**config.mk**
```make
export PLATFORM = sky130hd
export DESIGN_NAME = io_block_seq
export DESIGN_NICKNAME = d
export VERILOG_FILES = /design/src/include/io_block_pkg.sv /design/src/rtl/tstate_timer.sv /design/src/rtl/pair_buffer.sv /design/src/rtl/io_block_seq.sv
export SDC_FILE = /design/constraint.sdc
export NUM_CORES = 1
export LEC_CHECK = 0
export ABC_CLOCK_PERIOD_IN_PS = 14000
export BUFFER_PORTS_ARGS = -buffer_cell sky130_fd_sc_hd__buf_2
export CORE_ASPECT_RATIO = 0.5
export CORE_UTILIZATION = 33
export DETAILED_ROUTE_END_ITERATION = 12
export GPL_TIMING_DRIVEN = 0
export SETUP_SLACK_MARGIN = 0.1
export SLEW_MARGIN = 20
export SYNTH_ARGS = -nofsm -noshare
export SYNTH_HDL_FRONTEND = slang
export SYNTH_SLANG_ARGS = --single-unit
```
**constraint.sdc**
```tcl
create_clock -name clk -period 14 [get_ports clk]
set_input_delay 0.7 -clock clk [delete_from_list [all_inputs] [get_ports clk]]
set_output_delay 0.7 -clock clk [all_outputs]
set_load 0.005 [all_outputs]
```
**src/include/io_block_pkg.sv**
```systemverilog
// Constants, encodings and register map of the port transfer sequencer
package io_block_pkg;

  // Instruction bytes
  localparam logic [7:0] OP_EXT_PREFIX  = 8'hED;
  localparam logic [7:0] OP_OUT_IMM     = 8'hD3;
  localparam logic [7:0] OP_IN_DOWN     = 8'hAA;
  localparam logic [7:0] OP_IN_DOWN_RPT = 8'hBA;
  localparam logic [7:0] OP_IN_UP_RPT   = 8'hB2;
  localparam logic [7:0] OP_OUT_UP      = 8'hA3;
  localparam logic [1:0] OP_OUT_REG_HI  = 2'h1;
  localparam logic [2:0] OP_OUT_REG_LO  = 3'h1;

  // Register select field of the register-indexed port write
  localparam logic [2:0] SEL_B   = 3'h0;
  localparam logic [2:0] SEL_C   = 3'h1;
  localparam logic [2:0] SEL_D   = 3'h2;
  localparam logic [2:0] SEL_E   = 3'h3;
  localparam logic [2:0] SEL_H   = 3'h4;
  localparam logic [2:0] SEL_L   = 3'h5;
  localparam logic [2:0] SEL_BAD = 3'h6;
  localparam logic [2:0] SEL_A   = 3'h7;

  // Flag bit positions
  localparam int FLAG_Z = 6;
  localparam int FLAG_N = 1;

  // Machine cycle lengths in T states; one T state is one clk period
  localparam int         T_W        = 3;
  localparam int         TSTATE_NS  = 10;
  localparam int         CLK_NS     = 10;
  localparam int         T_CLKS     = (TSTATE_NS + CLK_NS - 1) / CLK_NS;
  localparam logic [2:0] T_FETCH    = 3'h4;
  localparam logic [2:0] T_OPND_IMM = 3'h3;
  localparam logic [2:0] T_OPND_REG = 3'h4;
  localparam logic [2:0] T_OPND_BLK = 3'h5;
  localparam logic [2:0] T_XFER_A   = 3'h3;
  localparam logic [2:0] T_XFER_B   = 3'h4;
  localparam logic [2:0] T_RPT      = 3'h5;
  localparam logic [2:0] RFSH_T0    = 3'h1;
  localparam logic [2:0] RFSH_T1    = 3'h3;
  localparam logic [15:0] PC_STEP   = 16'h0002;

  // Register map, byte addresses
  localparam logic [7:0] OFS_CTRL   = 8'h00;
  localparam logic [7:0] OFS_OPCODE = 8'h04;
  localparam logic [7:0] OFS_BC     = 8'h08;
  localparam logic [7:0] OFS_DE     = 8'h0C;
  localparam logic [7:0] OFS_HL     = 8'h10;
  localparam logic [7:0] OFS_AF     = 8'h14;
  localparam logic [7:0] OFS_PC     = 8'h18;
  localparam logic [7:0] OFS_TCOUNT = 8'h1C;
  localparam int         CTRL_START   = 0;
  localparam int         STAT_BUSY    = 0;
  localparam int         STAT_ILLEGAL = 1;
  localparam int         STAT_INTR    = 2;
  localparam logic [7:0]  RST_BYTE = 8'h00;
  localparam logic [15:0] RST_WORD = 16'h0000;

  typedef enum logic [2:0] {
    INS_BAD         = 3'b000,
    INS_OUT_IMM     = 3'b001,
    INS_OUT_REG     = 3'b010,
    INS_IN_DOWN     = 3'b011,
    INS_IN_DOWN_RPT = 3'b100,
    INS_IN_UP_RPT   = 3'b101,
    INS_OUT_UP      = 3'b110
  } ins_e;

  typedef enum logic [2:0] {
    MC_IDLE  = 3'b000,
    MC_FETCH = 3'b001,
    MC_OPND  = 3'b010,
    MC_IORD  = 3'b011,
    MC_IOWR  = 3'b100,
    MC_MRD   = 3'b101,
    MC_MWR   = 3'b110,
    MC_RPT   = 3'b111
  } mcycle_e;

endpackage

```
**src/rtl/tstate_timer.sv**
```systemverilog
// T-state counter of one machine cycle, stretched by wait states
`timescale 1ns/1ps
module tstate_timer #(
  parameter int W = 3
) (
  input  wire logic         clk,
  input  wire logic         rst,
  input  wire logic         run,
  input  wire logic [W-1:0] len,
  input  wire logic         stall,
  output logic [W-1:0]      t_idx,
  output logic              last
);

  if (W < 3) $error("tstate_timer: W must hold a five T-state cycle");

  logic [W-1:0] cnt_reg;

  // Last T state of the cycle; it repeats while stalled
  assign last  = run && (cnt_reg == len - W'(1));
  assign t_idx = cnt_reg;

  // Restart at T1 whenever idle or a cycle completes
  always_ff @(posedge clk or posedge rst) begin
    if (rst) begin
      cnt_reg <= '0;
    end else if (!run) begin
      cnt_reg <= '0;
    end else if (last) begin
      if (!stall) begin
        cnt_reg <= '0;
      end
    end else begin
      cnt_reg <= cnt_reg + W'(1);
    end
  end

endmodule

```
**src/rtl/pair_buffer.sv**
```systemverilog
// Two-entry valid/ready buffer in the byte path between the two bus cycles
`timescale 1ns/1ps
module pair_buffer #(
  parameter int W     = 8,
  parameter int DEPTH = 2
) (
  input  wire logic         clk,
  input  wire logic         rst,
  input  wire logic         in_valid,
  output logic              in_ready,
  input  wire logic [W-1:0] in_data,
  output logic              out_valid,
  input  wire logic         out_ready,
  output logic [W-1:0]      out_data
);

  if (DEPTH != 2) $error("pair_buffer: only two entries are supported");

  logic [W-1:0] slot_reg [DEPTH];
  logic         wr_ptr_reg;
  logic         rd_ptr_reg;
  logic [1:0]   fill_reg;
  logic         push;
  logic         pop;

  // Full and empty come straight from the fill count
  assign in_ready  = (fill_reg != 2'h2);
  assign out_valid = (fill_reg != 2'h0);
  assign out_data  = slot_reg[rd_ptr_reg];
  assign push      = in_valid && in_ready;
  assign pop       = out_valid && out_ready;

  // Slot storage
  for (genvar g = 0; g < DEPTH; g++) begin : g_slot
    always_ff @(posedge clk or posedge rst) begin
      if (rst) begin
        slot_reg[g] <= '0;
      end else if (push && (wr_ptr_reg == 1'(g))) begin
        slot_reg[g] <= in_data;
      end
    end
  end

  // Pointers and fill count; push and pop may coincide
  always_ff @(posedge clk or posedge rst) begin
    if (rst) begin
      wr_ptr_reg <= 1'b0;
      rd_ptr_reg <= 1'b0;
      fill_reg   <= 2'h0;
    end else begin
      if (push) begin
        wr_ptr_reg <= ~wr_ptr_reg;
      end
      if (pop) begin
        rd_ptr_reg <= ~rd_ptr_reg;
      end
      if (push && !pop) begin
        fill_reg <= fill_reg + 2'h1;
      end else if (pop && !push) begin
        fill_reg <= fill_reg - 2'h1;
      end
    end
  end

endmodule

```
**src/rtl/io_block_seq.sv**
```systemverilog
// Sequencer of port write and block port transfer instructions, Wishbone controlled
//
// Contract
// - Up-repeat input stores each byte at pointer, pointer up, count down, stops at zero.
// - Each non-final repeat iteration takes five cycles, T states 4,5,3,4,5.
// - Single-step and final repeat iteration take four cycles, T states 4,5,3,4.
// - Repeat completion sets zero and subtract flags, carry kept, others left.
// - Down single input then decrements count and pointer pair.
// - Down single input: zero flag from count minus one, subtract set, carry kept.
// - Down-repeat input stores each byte, then decrements pointer and count.
// - Repeat with nonzero count rewinds program counter by two and re-executes.
// - Between iterations take pending interrupt and give two refresh pulses in one repeat cycle.
// - Count of zero at start means 256 bytes.
// - Immediate port write: port byte low, result register high, writes result register.
// - Immediate port write: T states 4,3,4, flags untouched.
// - Indexed port write: port index low, count high, writes selected register.
// - Indexed select field decode; T states 4,4,4; flags untouched.
// - Up single output reads memory byte, decrements count, outputs with new count high.
// - Up single output finally increments the pointer pair.
`timescale 1ns/1ps
module io_block_seq
  import io_block_pkg::*;
(
  input  wire logic        clk,
  input  wire logic        rst,
  input  wire logic        wb_cyc_i,
  input  wire logic        wb_stb_i,
  input  wire logic        wb_we_i,
  input  wire logic [7:0]  wb_adr_i,
  input  wire logic [3:0]  wb_sel_i,
  input  wire logic [31:0] wb_dat_i,
  output logic [31:0]      wb_dat_o,
  output logic             wb_ack_o,
  input  wire logic        int_req,
  output logic [15:0]      io_addr,
  output logic [7:0]       io_wdata,
  input  wire logic [7:0]  io_rdata,
  input  wire logic        io_ack,
  output logic             io_mreq,
  output logic             io_iorq,
  output logic             io_rd,
  output logic             io_wr,
  output logic             io_rfsh
);

  logic [7:0]     b_reg, c_reg, d_reg, e_reg, h_reg, l_reg, a_reg, f_reg;
  logic [15:0]    pc_reg;
  logic [15:0]    op_reg;
  logic [15:0]    tcount_reg;
  logic           busy_reg;
  logic           illegal_reg;
  logic           intr_reg;
  ins_e           ins_reg;
  logic [2:0]     step_reg;
  logic           ack_reg;
  logic [31:0]    rdata_reg;
  logic [15:0]    addr_reg;
  logic [7:0]     wdata_reg;
  mcycle_e        kind;
  logic [T_W-1:0] len;
  logic [T_W-1:0] t_idx;
  logic           t_last;
  logic           stall;
  logic           step_done;
  logic           bus_cycle;
  logic           is_rd;
  logic           wr_from_buf;
  logic           repeating;
  logic           wb_req;
  logic           wr_commit;
  logic           sw_write;
  logic           start_req;
  ins_e           dec_ins;
  logic [31:0]    rd_mux;
  logic           buf_in_valid, buf_in_ready, buf_out_valid, buf_out_ready;
  logic [7:0]     buf_out_data;
  logic [15:0]    hl_val;

  ////////////////////////////////////////////////////////////////////////////
  // Decoding helpers

  // Instruction class from the two instruction bytes
  function automatic ins_e decode_ins(input logic [15:0] op);
    ins_e r;
    r = INS_BAD;
    if (op[7:0] == OP_OUT_IMM) begin
      r = INS_OUT_IMM;
    end else if (op[7:0] == OP_EXT_PREFIX) begin
      if (op[15:14] == OP_OUT_REG_HI && op[10:8] == OP_OUT_REG_LO && op[13:11] != SEL_BAD) begin
        r = INS_OUT_REG;
      end else if (op[15:8] == OP_IN_DOWN) begin
        r = INS_IN_DOWN;
      end else if (op[15:8] == OP_IN_DOWN_RPT) begin
        r = INS_IN_DOWN_RPT;
      end else if (op[15:8] == OP_IN_UP_RPT) begin
        r = INS_IN_UP_RPT;
      end else if (op[15:8] == OP_OUT_UP) begin
        r = INS_OUT_UP;
      end
    end
    return r;
  endfunction

  // Machine cycle kind of each step
  function automatic mcycle_e step_kind(input ins_e ins, input logic [2:0] step);
    mcycle_e k;
    k = MC_IDLE;
    unique case (step)
      3'h0: k = MC_FETCH;
      3'h1: k = MC_OPND;
      3'h2: begin
        if (ins == INS_OUT_IMM || ins == INS_OUT_REG) begin
          k = MC_IOWR;
        end else if (ins == INS_OUT_UP) begin
          k = MC_MRD;
        end else begin
          k = MC_IORD;
        end
      end
      3'h3: k = (ins == INS_OUT_UP) ? MC_IOWR : MC_MWR;
      3'h4: k = MC_RPT;
      default: k = MC_IDLE;
    endcase
    return k;
  endfunction

  // T states of each machine cycle
  function automatic logic [2:0] step_len(input ins_e ins, input mcycle_e k);
    logic [2:0] n;
    n = T_FETCH;
    unique case (k)
      MC_IDLE, MC_FETCH: n = T_FETCH;
      MC_OPND: begin
        if (ins == INS_OUT_IMM) begin
          n = T_OPND_IMM;
        end else if (ins == INS_OUT_REG) begin
          n = T_OPND_REG;
        end else begin
          n = T_OPND_BLK;
        end
      end
      MC_IORD, MC_MRD:  n = T_XFER_A;
      MC_MWR, MC_IOWR:  n = T_XFER_B;
      MC_RPT:           n = T_RPT;
    endcase
    return n;
  endfunction

  // Byte named by the select field
  function automatic logic [7:0] sel_byte(input logic [2:0] s, input logic [7:0] b, input logic [7:0] c,
                                          input logic [7:0] d, input logic [7:0] e, input logic [7:0] h,
                                          input logic [7:0] l, input logic [7:0] a);
    logic [7:0] v;
    v = a;
    unique case (s)
      SEL_B:   v = b;
      SEL_C:   v = c;
      SEL_D:   v = d;
      SEL_E:   v = e;
      SEL_H:   v = h;
      SEL_L:   v = l;
      default: v = a;
    endcase
    return v;
  endfunction

  // Byte-lane merge of a 16-bit register
  function automatic logic [15:0] merge16(input logic [15:0] old, input logic [31:0] dat, input logic [3:0] sel);
    logic [15:0] v;
    v = old;
    if (sel[0]) v[7:0] = dat[7:0];
    if (sel[1]) v[15:8] = dat[15:8];
    return v;
  endfunction

  ////////////////////////////////////////////////////////////////////////////
  // Cycle sequencing

  assign kind      = busy_reg ? step_kind(ins_reg, step_reg) : MC_IDLE;
  assign len       = T_W'(step_len(ins_reg, kind));
  assign bus_cycle = (kind == MC_IORD) || (kind == MC_IOWR) || (kind == MC_MRD) || (kind == MC_MWR);
  assign is_rd     = (kind == MC_IORD) || (kind == MC_MRD);
  assign wr_from_buf = (kind == MC_MWR) || (kind == MC_IOWR && ins_reg == INS_OUT_UP);
  assign repeating = (ins_reg == INS_IN_DOWN_RPT) || (ins_reg == INS_IN_UP_RPT);
  assign hl_val    = {h_reg, l_reg};

  // Wait states: hold the last T state until the far side answers and the buffer can move
  assign stall = t_last && bus_cycle &&
                 (!io_ack || (is_rd && !buf_in_ready) || (wr_from_buf && !buf_out_valid));
  assign step_done = t_last && !stall;

  tstate_timer #(
    .W (T_W)
  ) u_timer (
    .clk   (clk),
    .rst   (rst),
    .run   (busy_reg),
    .len   (len),
    .stall (stall),
    .t_idx (t_idx),
    .last  (t_last)
  );

  // Bytes read from a port or memory wait here for the following write cycle
  assign buf_in_valid  = step_done && is_rd;
  assign buf_out_ready = step_done && wr_from_buf;

  pair_buffer #(
    .W     (8),
    .DEPTH (2)
  ) u_buf (
    .clk       (clk),
    .rst       (rst),
    .in_valid  (buf_in_valid),
    .in_ready  (buf_in_ready),
    .in_data   (io_rdata),
    .out_valid (buf_out_valid),
    .out_ready (buf_out_ready),
    .out_data  (buf_out_data)
  );

  // Step walker; an interrupt is only looked at between iterations
  always_ff @(posedge clk or posedge rst) begin
    if (rst) begin
      busy_reg <= 1'b0;
      ins_reg  <= INS_BAD;
      step_reg <= 3'h0;
    end else if (!busy_reg) begin
      if (start_req && dec_ins != INS_BAD) begin
        busy_reg <= 1'b1;
        ins_reg  <= dec_ins;
        step_reg <= 3'h0;
      end
    end else if (step_done) begin
      unique case (kind)
        MC_IOWR: busy_reg <= 1'b0;
        MC_MWR: begin
          if (repeating && b_reg != 8'h01) begin
            step_reg <= step_reg + 3'h1;
          end else begin
            busy_reg <= 1'b0;
          end
        end
        MC_RPT: begin
          if (int_req) begin
            busy_reg <= 1'b0;
          end else begin
            step_reg <= 3'h0;
          end
        end
        default: step_reg <= step_reg + 3'h1;
      endcase
    end
  end

  ////////////////////////////////////////////////////////////////////////////
  // Processor bus

  // Address and data load at the end of T1 and stand from T2 on, the same T state the strobes start
  always_ff @(posedge clk or posedge rst) begin
    if (rst) begin
      addr_reg  <= RST_WORD;
      wdata_reg <= RST_BYTE;
    end else if (bus_cycle && t_idx == '0) begin
      unique case (kind)
        MC_MRD, MC_MWR: addr_reg <= hl_val;
        MC_IOWR: begin
          if (ins_reg == INS_OUT_IMM) begin
            addr_reg <= {a_reg, op_reg[15:8]};
          end else begin
            addr_reg <= {b_reg, c_reg};
          end
        end
        default: addr_reg <= {b_reg, c_reg};
      endcase
      if (ins_reg == INS_OUT_IMM) begin
        wdata_reg <= a_reg;
      end else if (ins_reg == INS_OUT_REG) begin
        wdata_reg <= sel_byte(op_reg[13:11], b_reg, c_reg, d_reg, e_reg, h_reg, l_reg, a_reg);
      end else begin
        wdata_reg <= buf_out_data;
      end
    end
  end

  assign io_addr  = addr_reg;
  assign io_wdata = wdata_reg;
  assign io_iorq  = bus_cycle && t_idx != '0 && (kind == MC_IORD || kind == MC_IOWR);
  assign io_mreq  = bus_cycle && t_idx != '0 && (kind == MC_MRD || kind == MC_MWR);
  assign io_rd    = bus_cycle && t_idx != '0 && is_rd;
  assign io_wr    = bus_cycle && t_idx != '0 && !is_rd;
  // Two refresh pulses in the cycle that separates iterations
  assign io_rfsh  = (kind == MC_RPT) && (t_idx == RFSH_T0 || t_idx == RFSH_T1);

  ////////////////////////////////////////////////////////////////////////////
  // Counter, pointer, flags and program counter

  always_ff @(posedge clk or posedge rst) begin
    if (rst) begin
      b_reg  <= RST_BYTE;
      h_reg  <= RST_BYTE;
      l_reg  <= RST_BYTE;
      f_reg  <= RST_BYTE;
      pc_reg <= RST_WORD;
    end else if (sw_write) begin
      if (wb_adr_i == OFS_BC && wb_sel_i[1]) b_reg <= wb_dat_i[15:8];
      if (wb_adr_i == OFS_HL) {h_reg, l_reg} <= merge16(hl_val, wb_dat_i, wb_sel_i);
      if (wb_adr_i == OFS_AF && wb_sel_i[0]) f_reg <= wb_dat_i[7:0];
      if (wb_adr_i == OFS_PC) pc_reg <= merge16(pc_reg, wb_dat_i, wb_sel_i);
    end else if (step_done) begin
      unique case (kind)
        MC_OPND: pc_reg <= pc_reg + PC_STEP;
        MC_MRD:  b_reg <= b_reg - 8'h01;
        MC_MWR: begin
          b_reg <= b_reg - 8'h01;
          if (ins_reg == INS_IN_UP_RPT) begin
            {h_reg, l_reg} <= hl_val + 16'h0001;
          end else begin
            {h_reg, l_reg} <= hl_val - 16'h0001;
          end
          f_reg[FLAG_Z] <= (b_reg == 8'h01);
          f_reg[FLAG_N] <= 1'b1;
        end
        MC_IOWR: begin
          if (ins_reg == INS_OUT_UP) begin
            {h_reg, l_reg} <= hl_val + 16'h0001;
            f_reg[FLAG_Z]  <= (b_reg == 8'h00);
            f_reg[FLAG_N]  <= 1'b1;
          end
        end
        MC_RPT:  pc_reg <= pc_reg - PC_STEP;
        default: pc_reg <= pc_reg;
      endcase
    end
  end

  // Registers that only software changes
  always_ff @(posedge clk or posedge rst) begin
    if (rst) begin
      c_reg  <= RST_BYTE;
      d_reg  <= RST_BYTE;
      e_reg  <= RST_BYTE;
      a_reg  <= RST_BYTE;
      op_reg <= RST_WORD;
    end else if (sw_write) begin
      if (wb_adr_i == OFS_BC && wb_sel_i[0]) c_reg <= wb_dat_i[7:0];
      if (wb_adr_i == OFS_DE) {d_reg, e_reg} <= merge16({d_reg, e_reg}, wb_dat_i, wb_sel_i);
      if (wb_adr_i == OFS_AF && wb_sel_i[1]) a_reg <= wb_dat_i[15:8];
      if (wb_adr_i == OFS_OPCODE) op_reg <= merge16(op_reg, wb_dat_i, wb_sel_i);
    end
  end

  // Status: sticky until the next accepted start, which cannot coincide with a set
  always_ff @(posedge clk or posedge rst) begin
    if (rst) begin
      illegal_reg <= 1'b0;
      intr_reg    <= 1'b0;
      tcount_reg  <= RST_WORD;
    end else if (!busy_reg) begin
      if (start_req) begin
        illegal_reg <= (dec_ins == INS_BAD);
        intr_reg    <= 1'b0;
        tcount_reg  <= RST_WORD;
      end
    end else begin
      tcount_reg <= tcount_reg + 16'h0001;
      if (step_done && kind == MC_RPT && int_req) begin
        intr_reg <= 1'b1;
      end
    end
  end

  ////////////////////////////////////////////////////////////////////////////
  // Wishbone slave: one wait state, writes refused while an instruction runs

  assign wb_req    = wb_cyc_i && wb_stb_i;
  assign wr_commit = wb_req && wb_we_i && ack_reg;
  assign sw_write  = wr_commit && !busy_reg && wb_adr_i != OFS_CTRL;
  assign start_req = wr_commit && wb_adr_i == OFS_CTRL && wb_sel_i[0] && wb_dat_i[CTRL_START];
  assign dec_ins   = decode_ins(op_reg);
  assign wb_ack_o  = ack_reg;
  assign wb_dat_o  = rdata_reg;

  // Read multiplexer; unmapped words read zero
  always_comb begin
    rd_mux = 32'h0000_0000;
    unique case (wb_adr_i)
      OFS_CTRL: begin
        rd_mux[STAT_BUSY]    = busy_reg;
        rd_mux[STAT_ILLEGAL] = illegal_reg;
        rd_mux[STAT_INTR]    = intr_reg;
      end
      OFS_OPCODE: rd_mux[15:0] = op_reg;
      OFS_BC:     rd_mux[15:0] = {b_reg, c_reg};
      OFS_DE:     rd_mux[15:0] = {d_reg, e_reg};
      OFS_HL:     rd_mux[15:0] = hl_val;
      OFS_AF:     rd_mux[15:0] = {a_reg, f_reg};
      OFS_PC:     rd_mux[15:0] = pc_reg;
      OFS_TCOUNT: rd_mux[15:0] = tcount_reg;
      default:    rd_mux = 32'h0000_0000;
    endcase
  end

  // Ack follows the request by one cycle and drops right after
  always_ff @(posedge clk or posedge rst) begin
    if (rst) begin
      ack_reg   <= 1'b0;
      rdata_reg <= 32'h0000_0000;
    end else begin
      ack_reg <= wb_req && !ack_reg;
      if (wb_req && !ack_reg) begin
        rdata_reg <= rd_mux;
      end
    end
  end

endmodule

```
# After elaboration in Yosys (flattened, before gate mapping)
# Index checks and enable logic that the tools add are counted.
# totals
regBits,185
latchBits,0
mem_bits_rw,0
mem_bits_ro,0
inputBits,59
word_cells,278
n_memories,0
# op_classes
addsub,11
mul,0
div_mod_pow,0
order_cmp,1
eq_ne,56
shift,0
n_mux,78
bitwise,4
n_reduce_logical,99
# ops
cell,count
two-way mux 8 bit,21
two-way mux 16 bit,6
one-hot mux 13 bit (7 select lines),1
one-hot mux 16 bit (2 select lines),2
two-way mux 3 bit,19
"== test 8 bit, second input constant",6
one-hot mux 8 bit (6 select lines),1
logical AND 1 bit,41
"adder 16 x 1 -> 16 bit, second input constant",2
"== test 8 x 5 -> 1 bit, second input constant",4
one-hot mux 8 bit (2 select lines),2
"== test 3 bit, second input constant",10
"== test 3 x 2 -> 1 bit, second input constant",8
one-hot mux 3 bit (8 select lines),1
"== test 3 x 1 -> 1 bit, second input constant",6
"adder 16 x 2 -> 16 bit, second input constant",1
"== test 8 x 4 -> 1 bit, second input constant",2
logical NOT 8 bit,2
"subtractor 16 x 1 -> 16 bit, second input constant",1
"subtractor 16 x 2 -> 16 bit, second input constant",1
logical NOT 3 bit,5
two-way mux 1 bit,15
one-hot mux 3 bit (5 select lines),1
AND reduction 3 bit,5
33 further kinds,86

# Logic depth before layout (Yosys ltp)
# depth
word_depth,21
ltp_mapped,20
depth_no_buf,18

# Modules after synthesis
# Synthesis repeated with hierarchy kept, for this count alone.
# hier_totals
cells_unflattened,1259
hier_area_um2,11882.6
# by_module_without_submodules
mod,instances,cells_each,area_each_um2,seq_area_each_um2
io_block_seq,1,1170,10656.5,4053.9
pair_buffer,1,60,934.6,500.5
tstate_timer,1,29,291.5,75.1

# Worst setup path after synthesis
# Ideal clock, no wire load.
# synth_path
path_type,reg2reg
startpoint,reg step_reg[0]
endpoint,reg pc_reg[13]
setup_ps,125
arrival_ps,3939
required_time_ps,13875
path_slack_ps,9936
stages_incl_launch_ff,19
n_path_buf,1
synth_period_minus_slack_ps,4064
path_cell_list,dfrtp_1 -> inv_1 -> ha_1 -> or2_1 -> clkbuf_1 -> o311ai_1 -> nand2_1 -> nand4_1 -> inv_1 -> ha_1 -> nor2b_1 -> o31a_1 -> o211a_1 -> o2111ai_1 -> nand4b_1 -> a211o_1 -> nand3_1 -> nand2_1 -> mux2_2
# synth_between
elab_chain_cells,15
# synth_lines
item,line_no,rtl
"start, declared",io_block_seq.sv:54,logic [2:0] step_reg;
"start signal, assigned",io_block_seq.sv:239,step_reg <= step_reg + 3'h1;
"start signal, assigned",io_block_seq.sv:251,default: step_reg <= step_reg + 3'h1;
== test 3 bit (tied with other cells),io_block_seq.sv:108,unique case (step)
one-hot mux 3 bit (5 select lines) *,io_block_seq.sv:108,
two-way mux 3 bit *,io_block_seq.sv:179,"assign kind = busy_reg ? step_kind(ins_reg, step_reg) : MC_IDLE;"
== test 3 bit (tied with other cells),"io_block_seq.sv:131, io_block_seq.sv:181, io_block_seq.sv:183",
OR reduction 4 bit (no source line) / OR reduction 2 bit (equally long branches),--,
one-hot mux 3 bit (4 select lines),io_block_seq.sv:131,unique case (k)
subtractor 3 x 1 -> 3 bit,tstate_timer.sv:20,assign last = run && (cnt_reg == len - W'(1));
== test 3 bit,tstate_timer.sv:20,
logical AND 1 bit,tstate_timer.sv:20,
logical AND 1 bit (2 in a row),io_block_seq.sv:188,assign stall = t_last && bus_cycle &&
logical NOT 1 bit,--,
logical AND 1 bit,io_block_seq.sv:190,assign step_done = t_last && !stall;
nonzero test 2 bit (no source line),--,
AND reduction 4 bit (no source line),--,
"end signal, assigned",io_block_seq.sv:309,"if (wb_adr_i == OFS_PC) pc_reg <= merge16(pc_reg, wb_dat_i, wb_sel_i);"
"end signal, assigned",io_block_seq.sv:312,MC_OPND: pc_reg <= pc_reg + PC_STEP;
"end signal, assigned",io_block_seq.sv:331,MC_RPT: pc_reg <= pc_reg - PC_STEP;
"end, declared",io_block_seq.sv:47,logic [15:0] pc_reg;
# Mark *: on every way between the ends. The rest lies on a longest branch, timed or not. The select of a mux whose other input is x is not followed.
# A chain may end at the register's enable or synchronous reset.

# Worst setup path in the final report
# layout_path
startpoint,reg step_reg[0]
endpoint,reg pc_reg[14]
# The elaborated chain is that of the path after synthesis.

==> results.yml <==
timing:
  tightest_slew_ns: 1.05
  period_needed_ns: 5.24
  finalSetupViolCount: 0
  post-route-period-util_pct: 37.4
  worst_slack_ns: 8.76
  hold_viol: 0
  finalSetupTns_ns: 0
  rsz0062_at_grt: "false"
  clock.fmax_mhz: 191
  slew_headroom_pct: 29.4
  skew_ns: 0.0108
  whs_ns: 0.229
  slew_viol_final: 0
finish:
  final_common_cell: "dfrtp_1"
  fillers: 3495
  final_cell_mix: "185 x dfrtp_1, 102 x nand2_1, 100 x o21ai_0, 93 x mux2_2, 88 x buf_2"
  final_nets: 1429
  drive_above_1_share_pct: 19.0
  finalNonFillerCells: 1830
  area_growth_pct: 14.4
placed_design:
  routabilityCongestion: 1.02
  dp_slack_ns: 8.88
  portBuffers: 82
  place_inst: 1798
  post-dp-hpwl_microns: 32300
global_route:
  grt_overflow: 0
  first_global_vias: 10000
  track_usage_pct: 23.8
  grt_max_degree: 84
  grt_antenna_before_repair: 0
  grt_pass1_wl_microns: 63500
floorplanning:
  fp-row-count: 48
  die_area_sq_um: 35900
  core_area_sq_um: 34500
  io_pins: 121
  die_w_microns: 267
  start_util_pct: 33.6
  die_y_microns: 134
synthesis:
  yosysSeqAreaShare_pct: 40.0
  synth_edf_count: 0
  synth_cells: 1224
  yosys_most_used_dff: "dfrtp_1"
  synth_seq_cells: 185
  syn_avg_cell_area_sq_um: 9.47
  yosys_warnings: 0
  synth_area_sq_um: 11600
  synthArstFlopShare_pct: 100
  ys_types: 91
worst_hold_path:
  hold_path.class: "primary input to asynchronous set/reset pin"
drt:
  drt_iter0_drc: 1525
  wl_per_cell_microns: 23.3
  wl_microns: 42600
  dr.pass1.iters: 6
  vias_per_cell: 5.94
  vias: 10900
  route.detailed.drc: 0
  antenna_left: 0
power:
  p_leak_nw: 5.94
  power_density_nw_per_um2: 78.6
  peakVddDrop_uv: 79.9
  finalPower_mw: 1.04
worst_setup_path:
  cp_data_required_time_ns: 14.34
  cp_max_fo: 19
  cp_cell_sequence: "inv_1, ha_1, nand2b_1, o21ai_0, o21ai_1, nand4_1, inv_1, ha_1, a211oi_1, o21ai_0, a41oi_1, nor2b_1, o21ai_0, a21oi_1, nor3_1, o31ai_1, mux2_2"
  crit_buf_inv: 2
  r2r_cells: 17
  worstReg2RegStart: "step_reg[0]$_DFFE_PP0P_"
  critPathKind: "flip-flop to flip-flop"
  critPathSlowestCell: "inv_1"
  crit_path_start_kind: "flip-flop"
  critPathTopFamily: "compound AO/OA/AOI/OAI gates"
  critPathArrivalTime_ns: 5.58
  r2r_slack_ns: 8.76
  cpMostUsedCell: "o21ai_0"
  path_depth: 17
  endpoint_kind: "flip-flop"
  max_stage_delay_ns: 0.74
  reg2reg_to: "pc_reg[14]$_DFFE_PP0P_"
clock_tree:
  clk-insertion-delay-late_ns: 0.45
  cts_inserted_buffers: 17
  post_cts_buffers: 0
  clk_path_buf_depth: 2
  htreeDepth: 4
  clkTransAtPathRegs_ns: 0.07
  cts_resized: 0
  cts.sinks: 185
  cts.root.buffer_cell: "clkbuf_16"
  cts_tree: "done"
  cts_hold_buf: 0
status:
  status: "completed"
flow_run:
  maxCapViolCount: 0
-- cell usage after synthesis (4+ instances only) --
cell type  number  share of area [%]
a31oi_1         6               0.32
mux2i_1        22                1.9
and2_1          4               0.22
o31ai_1        10               0.65
nor2_1         74                2.4
and3_1         15               0.81
nor4_1          7               0.38
a21o_1          6               0.39
nand2_1       102                3.3
a311oi_1        4               0.30
a221oi_1       17                1.3
nor2b_1        11               0.59
inv_1          34                1.1
nand3_1        48                2.1
nand3b_1        6               0.39
o211ai_1        6               0.39
buf_1           4               0.13
a22oi_1         8               0.52
a21oi_1        69                3.0
mux2_2         93                9.0
o221ai_1        4               0.30
nand4_1         8               0.43
a21boi_0        5               0.32
a22o_1         24                1.8
or3_1          10               0.54
xnor2_1        13               0.98
xor2_1         15                1.1
buf_2           6               0.26
a222oi_1       29                2.5
buf_4          18                1.2
o31a_1          5               0.38
a211oi_1       18                1.2
ha_1           27                2.9
nand2b_1       10               0.54
o21a_1          7               0.45
o21ai_0       100                4.3
clkbuf_1       63                2.0
dfrtp_1       185                 40
mux2_1          4               0.39
o22ai_1        19                1.0
nor3_1         29                1.3
-- how the worst max path moves through the flow --
| stage | slack [ns] | to | startpoint |
|---|---|---|---|
| 2_1_floorplan | 8.27 | a_reg[0]$_DFFE_PP0P_ | rst |
| 3_3_place_gp | 5.80 | tcount_reg[7]$_DFFE_PP0P_ | rst |
| 3_5_place_dp | 8.88 | pc_reg[14]$_DFFE_PP0P_ | step_reg[0]$_DFFE_PP0P_ |
| 4_1_cts | 8.85 | pc_reg[14]$_DFFE_PP0P_ | step_reg[0]$_DFFE_PP0P_ |
| 5_1_grt | 8.36 | pc_reg[14]$_DFFE_PP0P_ | step_reg[0]$_DFFE_PP0P_ |
| 6_report | 8.76 | pc_reg[14]$_DFFE_PP0P_ | step_reg[0]$_DFFE_PP0P_ |
-- per-stage QoR --
step	area (sq um)	utilization, %
after detailed placement	12700	36.8
after global routing	13200	38.4
after global placement	12600	36.6
after floorplan	11600	-
after CTS	13200	38.3
final	13300	38.4
-- power breakdown --
part           total, mW  internal (mW)  switching (mW)  leakage (nW)
Sequential         0.536          0.535        0.000898          2.48
Clock              0.459          0.232           0.227         0.239
Combinational     0.0465         0.0135          0.0329          3.22
-- per-layer routing --
metal	part of all wire, %	global-route usage, %	wire length [microns]	vias to the layer above
met4	2.3	6.39	998	0
met2	42	34.0	17800	557
met5	0	0	0	-
li1	-	-	-	4839
met3	12	8.46	5150	71
met1	44	33.7	18600	5400
-- cell families (layout without fill, tap and decap cells) --
logic type	Yosys count	count (layout)	synth area share, %
AOI/OAI and AO/OA	388	388	23.8
xor gates and xnor gates	28	28	2.12
adders and majority gates	28	28	3.09
buffers and inverters	127	242	4.83
DFF	185	185	40.0
muxes	119	119	11.3
other	1	17	0.0324
and+or+nand+nor	348	348	14.9
-- final cells by class --
cell class	count	area, sq um	area share (%)
multi-input combinational	927	6470	48.8
sequential	185	4630	34.9
tap	475	594	4.49
timing repair buffer	84	465	3.51
clock buffer	22	454	3.43
buffer	92	428	3.23
inverter	35	139	1.05
clock inverter	9	68.8	0.519
antenna	1	2.50	0.0189
Note: power is estimated with default switching activity, not from simulation.
